`config.mk`:
```
export PLATFORM = sky130hd
export DESIGN_NAME = power_mgmt_control_reg
export DESIGN_NICKNAME = d
export VERILOG_FILES = /design/src/core/power_mgmt_pkg.sv /design/src/core/mac_reset_if.sv /design/src/core/mac_reset_gate.sv /design/src/core/power_mgmt_control_reg.sv
export SDC_FILE = /design/constraint.sdc
export NUM_CORES = 1
export LEC_CHECK = 0
export BUFFER_PORTS_ARGS = -buffer_cell sky130_fd_sc_hd__buf_4
export CORE_AREA = 2 2 98 100
export CTS_CLUSTER_DIAMETER = 80
export DETAILED_ROUTE_END_ITERATION = 10
export DIE_AREA = 0 0 100 102
export GPL_TIMING_DRIVEN = 1
export MAX_ROUTING_LAYER = met4
export PLACE_DENSITY = 0.63
export SLEW_MARGIN = 25
export SYNTH_ARGS = -nofsm -noshare
export SYNTH_HDL_FRONTEND = slang
export SYNTH_SLANG_ARGS = --single-unit
```
`constraint.sdc`:
```
create_clock -name sys_clk_in -period 1.68 [get_ports sys_clk_in]
set_input_delay 0.336 -clock sys_clk_in [delete_from_list [all_inputs] [get_ports sys_clk_in]]
set_output_delay 0.336 -clock sys_clk_in [all_outputs]
set_load 0.01 [all_outputs]
```
`src/core/power_mgmt_pkg.sv`:
```
// Behaviour
// - Bit 15 set keeps the analog reference powered during a PHY reset.
// - A reset with the reference off waits about 100 ms for PHY settling.
// - Bit 14 set keeps the crystal running in every suspend and unpowered state.
// - Energy-efficient wake status raises a wake request only while bit 13 is set.
// - A remote resume end clears bit 13 when resume-clears-enables is set.
// - Bit 12 sets on an energy-efficient wake regardless of enable; write 1 clears.
// - A remote resume end clears bit 12 when resume-clears-status is set.
// - Bit 11 high holds MAC receive and transmit domains in reset.
// - MAC resets release only while the matching MAC clock runs.
// - Bit 9 set clears the listed wake flags at the end of a remote resume.
// - Bit 9 set also clears wake cause bit 1 and bit 12 on resume end.
// - Status clearing applies only to remote resumes; host resumes clear nothing.
// - Bit 9 clear leaves all wake status flags untouched after any resume.
// - Bit 8, reset 1, clears all wake enables after a remote resume ends.
// - Bit 7 is read-only ready, resets 0, reads 1 once the device is ready.
// - Ready stays low until the PHY reset sequence ends and PHY runs.
// - Ready also stays low while configuration content loads.
// - Bits 6:5, reset 10b, pick the suspend level entered on host suspend.
// - Becoming unconfigured reloads the suspend field with 10b.
// - Suspend codes 00 and 01 behave identically.
// - The PHY reset sequence stretches to 104 ms with the reference off.
package power_mgmt_pkg;
  localparam logic [7:0]  PMC_OFFSET         = 8'h14;
  localparam int          ANA_REF_WAIT_DIS_BIT = 15;
  localparam int          XTAL_INHIBIT_BIT   = 14;
  localparam int          EEE_WAKE_EN_BIT    = 13;
  localparam int          EEE_WAKE_STS_BIT   = 12;
  localparam int          MAC_SOFT_RESET_BIT       = 11;
  localparam int          RES_CLR_STS_BIT    = 9;
  localparam int          RES_CLR_EN_BIT     = 8;
  localparam int          READY_BIT          = 7;
  localparam int          SLEEP_LVL_LSB      = 5;
  localparam logic        ANA_REF_WAIT_DIS_RST = 1'b0;
  // Crystal inhibit reset value comes from configuration memory; a plain zero is used.
  localparam logic        XTAL_INHIBIT_RST   = 1'b0;
  localparam logic        EEE_WAKE_EN_RST    = 1'b0;
  localparam logic        EEE_WAKE_STS_RST   = 1'b0;
  localparam logic        MAC_SOFT_RESET_RST       = 1'b0;
  localparam logic        RES_CLR_STS_RST    = 1'b0;
  localparam logic        RES_CLR_EN_RST     = 1'b1;
  localparam logic [1:0]  SLEEP_LVL_RST      = 2'h2;
  localparam logic [1:0]  SLEEP_LEVEL_ZERO   = 2'h0;
  localparam logic [1:0]  SLEEP_LEVEL_ONE    = 2'h1;
  localparam logic [1:0]  SLEEP_LEVEL_TWO    = 2'h2;
  localparam logic [1:0]  SLEEP_LEVEL_THREE  = 2'h3;
  localparam int          CLK_HZ             = 50_000_000;
  localparam int          PHY_HOLD_MS        = 4;
  localparam int          ANA_SETTLE_MS      = 100;
  localparam int          PHY_HOLD_CYCLES    = PHY_HOLD_MS * (CLK_HZ / 1000);
  localparam int          ANA_SETTLE_CYCLES  = ANA_SETTLE_MS * (CLK_HZ / 1000);
  localparam int          SEQ_CNT_W          = 23;
  localparam int          MAC_DOMAINS        = 2;
  typedef enum logic [1:0] {
    PHY_HOLD   = 2'h0,
    PHY_SETTLE = 2'h1,
    PHY_RUN    = 2'h3
  } phy_seq_e;
endpackage : power_mgmt_pkg

```
`src/core/mac_reset_if.sv`:
```
`timescale 1ns/100ps
interface mac_reset_if;
  logic clk_running_raw;
  logic hold;
  logic mac_reset;
  modport gate (input clk_running_raw, input hold, output mac_reset);
  modport ctrl (output clk_running_raw, output hold, input mac_reset);
endinterface : mac_reset_if

```
`src/core/mac_reset_gate.sv`:
```
`timescale 1ns/100ps
module mac_reset_gate (
  input wire logic    sys_clk_in,
  input wire logic    rst_in,
  mac_reset_if.gate   port_if
);
  logic run_meta_q;
  logic run_sync_q;
  logic reset_q;

  // The running flag comes from the MAC clock domain, so it is synchronised first.
  always_ff @(posedge sys_clk_in) begin
    if (rst_in) begin
      run_meta_q <= 1'b0;
      run_sync_q <= 1'b0;
      reset_q    <= 1'b1;
    end else begin
      run_meta_q <= port_if.clk_running_raw;
      run_sync_q <= run_meta_q;
      if (port_if.hold) begin
        reset_q <= 1'b1;
      end else if (run_sync_q) begin
        reset_q <= 1'b0;
      end
    end
  end

  assign port_if.mac_reset = reset_q;
endmodule : mac_reset_gate

```
`src/core/power_mgmt_control_reg.sv`:
```
// Decided for this implementation: the address-and-strobe port.
`timescale 1ns/100ps
module power_mgmt_control_reg
  import power_mgmt_pkg::*;
#(
  parameter int PHY_HOLD_CNT   = PHY_HOLD_CYCLES,
  parameter int ANA_SETTLE_CNT = ANA_SETTLE_CYCLES
) (
  input  wire logic        sys_clk_in,
  input  wire logic        rst_in,
  input  wire logic [7:0]  reg_addr_in,
  input  wire logic [31:0] reg_wdata_in,
  input  wire logic        reg_wr_in,
  input  wire logic        reg_rd_in,
  output logic      [31:0] reg_rdata_out,
  input  wire logic        phy_reset_req_in,
  input  wire logic        config_loading_in,
  input  wire logic        eee_wake_event_in,
  input  wire logic        resume_done_in,
  input  wire logic        resume_remote_in,
  input  wire logic        unconfigured_in,
  input  wire logic        suspended_in,
  input  wire logic        unpowered_in,
  input  wire logic [1:0]  mac_clk_running_in,
  output logic      [1:0]  mac_reset_out,
  output logic             phy_reset_out,
  output logic             analog_ref_on_out,
  output logic             crystal_run_out,
  output logic      [1:0]  sleep_level_out,
  output logic             eee_wake_request_out,
  output logic             clear_wake_status_out,
  output logic             clear_wake_enables_out
);
  localparam logic [SEQ_CNT_W-1:0] HOLD_LAST   = SEQ_CNT_W'(PHY_HOLD_CNT - 1);
  localparam logic [SEQ_CNT_W-1:0] SETTLE_LAST = SEQ_CNT_W'(ANA_SETTLE_CNT - 1);

  logic                 ana_ref_wait_dis_q;
  logic                 xtal_inhibit_q;
  logic                 eee_wake_en_q;
  logic                 eee_wake_en_d;
  logic                 eee_wake_sts_q;
  logic                 eee_wake_sts_d;
  logic                 mac_soft_reset_q;
  logic                 res_clr_sts_q;
  logic                 res_clr_en_q;
  logic [1:0]           sleep_lvl_q;
  logic [1:0]           sleep_lvl_d;
  logic [31:0]          rdata_q;
  phy_seq_e             seq_q;
  phy_seq_e             seq_d;
  logic [SEQ_CNT_W-1:0] seq_cnt_q;
  logic [SEQ_CNT_W-1:0] seq_cnt_d;
  logic                 ref_was_off_q;
  logic                 ready_q;
  logic                 phy_reset_q;
  logic                 analog_ref_on_q;
  logic                 crystal_run_q;
  logic [1:0]           sleep_level_q;
  logic                 eee_wake_req_q;
  logic                 clr_sts_pulse_q;
  logic                 clr_en_pulse_q;

  wire        reg_hit     = (reg_addr_in == PMC_OFFSET);
  wire        wr_hit      = reg_wr_in & reg_hit;
  wire        rd_hit      = reg_rd_in & reg_hit;
  wire        remote_done = resume_done_in & resume_remote_in;
  wire        clear_sts   = remote_done & res_clr_sts_q;
  wire        clear_en    = remote_done & res_clr_en_q;
  wire        sts_w1c     = wr_hit & reg_wdata_in[EEE_WAKE_STS_BIT];
  wire [1:0]  wr_sleep    = reg_wdata_in[SLEEP_LVL_LSB +: 2];
  wire        seq_restart = phy_reset_req_in & (seq_q == PHY_RUN);
  wire        hold_done   = (seq_q == PHY_HOLD) & (seq_cnt_q == HOLD_LAST);
  wire        settle_done = (seq_q == PHY_SETTLE) & (seq_cnt_q == SETTLE_LAST);

  // Unused and reserved positions stay zero in the read word.
  wire [31:0] read_word = {16'h0000,
                           ana_ref_wait_dis_q,
                           xtal_inhibit_q,
                           eee_wake_en_q,
                           eee_wake_sts_q,
                           mac_soft_reset_q,
                           1'b0,
                           res_clr_sts_q,
                           res_clr_en_q,
                           ready_q,
                           sleep_lvl_q,
                           5'h00};

  // Hardware sets win over software and resume clears so no wake event is lost.
  always_comb begin
    eee_wake_sts_d = eee_wake_sts_q;
    if (sts_w1c | clear_sts) begin
      eee_wake_sts_d = 1'b0;
    end
    if (eee_wake_event_in) begin
      eee_wake_sts_d = 1'b1;
    end
  end

  always_comb begin
    eee_wake_en_d = eee_wake_en_q;
    if (wr_hit) begin
      eee_wake_en_d = reg_wdata_in[EEE_WAKE_EN_BIT];
    end
    if (clear_en) begin
      eee_wake_en_d = 1'b0;
    end
  end

  // A write that also clears status still loads the suspend field from bits 6:5.
  always_comb begin
    sleep_lvl_d = sleep_lvl_q;
    if (wr_hit) begin
      sleep_lvl_d = wr_sleep;
    end
    if (unconfigured_in) begin
      sleep_lvl_d = SLEEP_LVL_RST;
    end
  end

  always_comb begin
    seq_d     = seq_q;
    seq_cnt_d = seq_cnt_q + 1'b1;
    case (seq_q)
      PHY_HOLD: begin
        if (hold_done) begin
          seq_cnt_d = '0;
          seq_d     = ref_was_off_q ? PHY_SETTLE : PHY_RUN;
        end
      end
      PHY_SETTLE: begin
        if (settle_done) begin
          seq_cnt_d = '0;
          seq_d     = PHY_RUN;
        end
      end
      PHY_RUN: begin
        seq_cnt_d = '0;
        if (seq_restart) begin
          seq_d = PHY_HOLD;
        end
      end
      default: begin
        seq_cnt_d = '0;
        seq_d     = PHY_HOLD;
      end
    endcase
  end

  always_ff @(posedge sys_clk_in) begin
    if (rst_in) begin
      ana_ref_wait_dis_q <= ANA_REF_WAIT_DIS_RST;
      xtal_inhibit_q     <= XTAL_INHIBIT_RST;
      mac_soft_reset_q         <= MAC_SOFT_RESET_RST;
      res_clr_sts_q      <= RES_CLR_STS_RST;
      res_clr_en_q       <= RES_CLR_EN_RST;
    end else if (wr_hit) begin
      ana_ref_wait_dis_q <= reg_wdata_in[ANA_REF_WAIT_DIS_BIT];
      xtal_inhibit_q     <= reg_wdata_in[XTAL_INHIBIT_BIT];
      mac_soft_reset_q         <= reg_wdata_in[MAC_SOFT_RESET_BIT];
      res_clr_sts_q      <= reg_wdata_in[RES_CLR_STS_BIT];
      res_clr_en_q       <= reg_wdata_in[RES_CLR_EN_BIT];
    end
  end

  always_ff @(posedge sys_clk_in) begin
    if (rst_in) begin
      eee_wake_en_q  <= EEE_WAKE_EN_RST;
      eee_wake_sts_q <= EEE_WAKE_STS_RST;
      sleep_lvl_q    <= SLEEP_LVL_RST;
      rdata_q        <= 32'h0000_0000;
    end else begin
      eee_wake_en_q  <= eee_wake_en_d;
      eee_wake_sts_q <= eee_wake_sts_d;
      sleep_lvl_q    <= sleep_lvl_d;
      rdata_q        <= rd_hit ? read_word : 32'h0000_0000;
    end
  end

  // The reference setting is captured when a hold starts, so the settle wait
  // follows what the PHY actually went through rather than a later write.
  always_ff @(posedge sys_clk_in) begin
    if (rst_in) begin
      seq_q         <= PHY_HOLD;
      seq_cnt_q     <= '0;
      ref_was_off_q <= 1'b1;
    end else begin
      seq_q     <= seq_d;
      seq_cnt_q <= seq_cnt_d;
      if (seq_restart) begin
        ref_was_off_q <= ~ana_ref_wait_dis_q;
      end
    end
  end

  wire ready_d   = (seq_q == PHY_RUN) & ~seq_restart & ~config_loading_in;
  wire ref_on_d  = ~((seq_d == PHY_HOLD) & (seq_restart ? ~ana_ref_wait_dis_q : ref_was_off_q));
  wire deep_sleep = suspended_in & (sleep_lvl_q == SLEEP_LEVEL_TWO);
  wire xtal_d    = xtal_inhibit_q | ~(deep_sleep | unpowered_in);
  wire [1:0] lvl_d = (sleep_lvl_q == SLEEP_LEVEL_ONE) ? SLEEP_LEVEL_ZERO : sleep_lvl_q;

  always_ff @(posedge sys_clk_in) begin
    if (rst_in) begin
      ready_q         <= 1'b0;
      phy_reset_q     <= 1'b1;
      analog_ref_on_q <= 1'b0;
      crystal_run_q   <= 1'b1;
      sleep_level_q   <= SLEEP_LVL_RST;
      eee_wake_req_q  <= 1'b0;
      clr_sts_pulse_q <= 1'b0;
      clr_en_pulse_q  <= 1'b0;
    end else begin
      ready_q         <= ready_d;
      phy_reset_q     <= (seq_d == PHY_HOLD);
      analog_ref_on_q <= ref_on_d;
      crystal_run_q   <= xtal_d;
      sleep_level_q   <= lvl_d;
      eee_wake_req_q  <= eee_wake_sts_q & eee_wake_en_q;
      clr_sts_pulse_q <= clear_sts;
      clr_en_pulse_q  <= clear_en;
    end
  end

  mac_reset_if mac_if [MAC_DOMAINS] ();

  genvar g;
  generate
    for (g = 0; g < MAC_DOMAINS; g++) begin : g_mac
      assign mac_if[g].clk_running_raw = mac_clk_running_in[g];
      assign mac_if[g].hold            = mac_soft_reset_q;
      mac_reset_gate u_gate (
        .sys_clk_in (sys_clk_in),
        .rst_in     (rst_in),
        .port_if    (mac_if[g])
      );
      assign mac_reset_out[g] = mac_if[g].mac_reset;
    end
  endgenerate

  assign reg_rdata_out          = rdata_q;
  assign phy_reset_out          = phy_reset_q;
  assign analog_ref_on_out      = analog_ref_on_q;
  assign crystal_run_out        = crystal_run_q;
  assign sleep_level_out        = sleep_level_q;
  assign eee_wake_request_out   = eee_wake_req_q;
  assign clear_wake_status_out  = clr_sts_pulse_q;
  assign clear_wake_enables_out = clr_en_pulse_q;
endmodule : power_mgmt_control_reg

```
==> metrics <==
status=finished clean; Area growth syn-to-layout=35.36%; Core Rows=35; final period utilization=98.17%; final hold vios=0; Cell Area, Synth=2594 sq um; drt pass-1 iters=4; Slew Limit Fails=0; CTS tree=done; skew final=0.009344 ns; core box area=9109 sq um; ys async rst share=0%; layout net count=410; wirelength, routed=5878 um; warnings from Yosys=0; Min-Delay Path Class=in2reg; ANT nets after route=0; worst skew pair latency=0.34 ns; grt total ovfl=0; ANT cells=0; worst-path cell chain=and4_4 > or4b_4 > or3_4 > a22oi_2; Residual DRC=0; number of vias per cell=4.609; I/O pin count=96; routed length per instance=12.48 um; die width=100 um; Period minus WS final=1.649 ns; Worst Path Max Fanout=4; EDFF count, synth=0; Critical Path RT=1.95 ns; Final setup viols=0; Worst Setup Slack, final=0.03076 ns; 1st-iter DRT viols=81; clock tree buffer depth=2; Post-Place Setup Slack=-0.02948 ns; leak pwr=1.485 nW; global-route wire length before repair=9218 um; DP HPWL=4130 um; largest net degree at the start of global routing=24; Post-Synthesis Cells=276; FMAX=606.3 MHz; layout cell share with drive strength beyond 1=35.83%; Inserted Clock Buffers=9; die area=10200 sq um; Worst path max stage delay=0.48 ns; Total GRT Usage=11.86%; FF+latch count, synth=60; CP endpoint kind=flop; TNS Setup=0 ns; PD cells=834.0 nW/um^2; vias in the first global route=2071; max-cap violations=0; initial antenna violation count=0; clk sinks=60; Filler Cell Count=917; Crit Path Class=reg2reg; Die Y=102 um; Vias=2171; VDD IR-drop max=0.2740 mV; Reg clk slew, reported paths=0.08 ns; clk root buf=clkbuf_8; Post-Syn Area per Cell=9.398 sq um; initial core utilization=28.48%; Hold-fix buffers, CTS=0; PortBufs=50; RSZ-0062 raised after global routing=true; CP startpoint kind=flop; crit path buf inv count=0; RePlAce Congestion=0.7897; register area share after synthesis=46.31%; H-tree levels=3; CP top delay family=simple AND/OR/NAND/NOR gates; top_reg_cell synth=dfxtp_1; Netlist cell types=47; Worst Path Arrival=1.92 ns; slowest CP cell=or4b_4
## cells in the mapped netlist, types with 7 or more instances
library cell | count | area (sq um)
buf_4 | 24 | 180.2
a21oi_1 | 17 | 85.08
nand2_1 | 10 | 37.54
nor2_1 | 18 | 67.56
and2_1 | 11 | 68.82
mux2i_1 | 7 | 70.07
nand4_1 | 9 | 56.30
xnor2_1 | 11 | 96.34
o21ai_0 | 9 | 45.04
dfxtp_1 | 60 | 1201
inv_1 | 11 | 41.29
nand3_1 | 10 | 50.05
## worst reg2reg max path, delay by kind of cell (launching register included)
kind	cells	cell delay, ns
DFF	1	0.38
AOI/OAI and AO/OA	1	0.13
and+or+nand+nor	3	1.06
## cells in the final DEF, fill, tap and decap left out, types with 7 or more instances in the layout
| cell type | n |
|---|---|
| buf_4 | 79 |
| dfxtp_1 | 46 |
| conb_1 | 22 |
| nor2_1 | 18 |
| a21oi_1 | 17 |
| inv_1 | 11 |
| xnor2_1 | 11 |
| and2_1 | 11 |
| dfxtp_2 | 11 |
| nand2_1 | 10 |
| nand3_1 | 10 |
| nand4_1 | 9 |
| o21ai_0 | 9 |
| clkbuf_8 | 9 |
| mux2i_1 | 7 |
## where the power goes
part | leakage [nW] | switching [mW] | internal, mW
logic | 0.887 | 0.0801 | 0.0868
registers | 0.494 | 0.0125 | 1.44
clock network | 0.104 | 0.618 | 0.694
## through the flow
stage | util (%) | total power [mW] | cell area (sq um) | hold WS, ns | cells
2_1_floorplan | - | 1.598 | 2699 | 0.3882 | 297
3_3_place_gp | 35.30 | 1.644 | 3216 | 0.3965 | 453
3_5_place_dp | 35.30 | 1.646 | 3216 | 0.4067 | 453
4_1_cts | 37.54 | 2.957 | 3420 | 0.1383 | 469
5_1_grt | 38.54 | 3.049 | 3511 | 0.1377 | 471
6_report | 38.54 | 2.928 | 3511 | 0.1526 | 471
## timing repair
item	in CTS	in global routing
pin swaps	1	4
endpoints found under the setup margin	23	24
hold endpoints to repair	0	0
gates resized for setup	4	19
cloned	0	1
setup buffers	0	1
## layer usage
metal	vias up	wire length (um)	track usage, %	part of all wire (%)
li1	1095	-	-	-
met1	999	2726	13.09	46
met2	68	2710	19.85	46
met3	9	350	2.736	6.0
met4	0	91	6.639	1.5
met5	-	0	-	0
## worst paths after layout
path | from | end | slack, ns | depth (start not counted)
min reg2reg | g_mac[1].u_gate.run_sync_q$_SDFF_PP0_ | g_mac[1].u_gate.port_if.mac_reset$_SDFFE_PP1P_ | 0.41 | 1
max | seq_cnt_q[14]$_SDFF_PP0_ | seq_cnt_q[19]$_SDFF_PP0_ | 0.03 | 4
max reg2reg | seq_cnt_q[14]$_SDFF_PP0_ | seq_cnt_q[19]$_SDFF_PP0_ | 0.03 | 4
min | config_loading_in | ready_q$_SDFF_PP0_ | 0.15 | 2
## logic make-up (layout without fill, tap and decap cells)
kind of cell               count (synthesis)  count (layout)  share of synthesized area, %
and+or+nand+nor                          102             102                         24.02
AOI/OAI and AO/OA                         44              44                         11.00
xor gates and xnor gates                  14              14                         4.728
muxes                                      7               7                         2.702
adders and majority gates                  1               1                        0.4823
buffers and inverters                     47             110                         10.61
DFF                                       60              60                         46.31
other                                      1              22                        0.1446
## sequential cells by signal, indices dropped and copies added (netlist names), 2 cells and up
signal	cells
seq_cnt_q	23
reg_rdata_out	10
g_mac.u_gate.port_if.mac_reset	2
g_mac.u_gate.run_meta_q	2
g_mac.u_gate.run_sync_q	2
seq_q	2
sleep_level_out	2
sleep_lvl_q	2
## cell type report
cell class / count / area (sq um) / area share [%]
Clock buffer: 9 / 123.9 / 3.528
Clock inverter: 7 / 75.07 / 2.138
Inverter: 11 / 41.29 / 1.176
Multi-Input combinational cell: 190 / 1236 / 35.21
Sequential cell: 60 / 1226 / 34.93
Tap cell: 111 / 138.9 / 3.956
Timing Repair Buffer: 83 / 669.4 / 19.07
No activity file was read; power rests on OpenSTA's default activity.
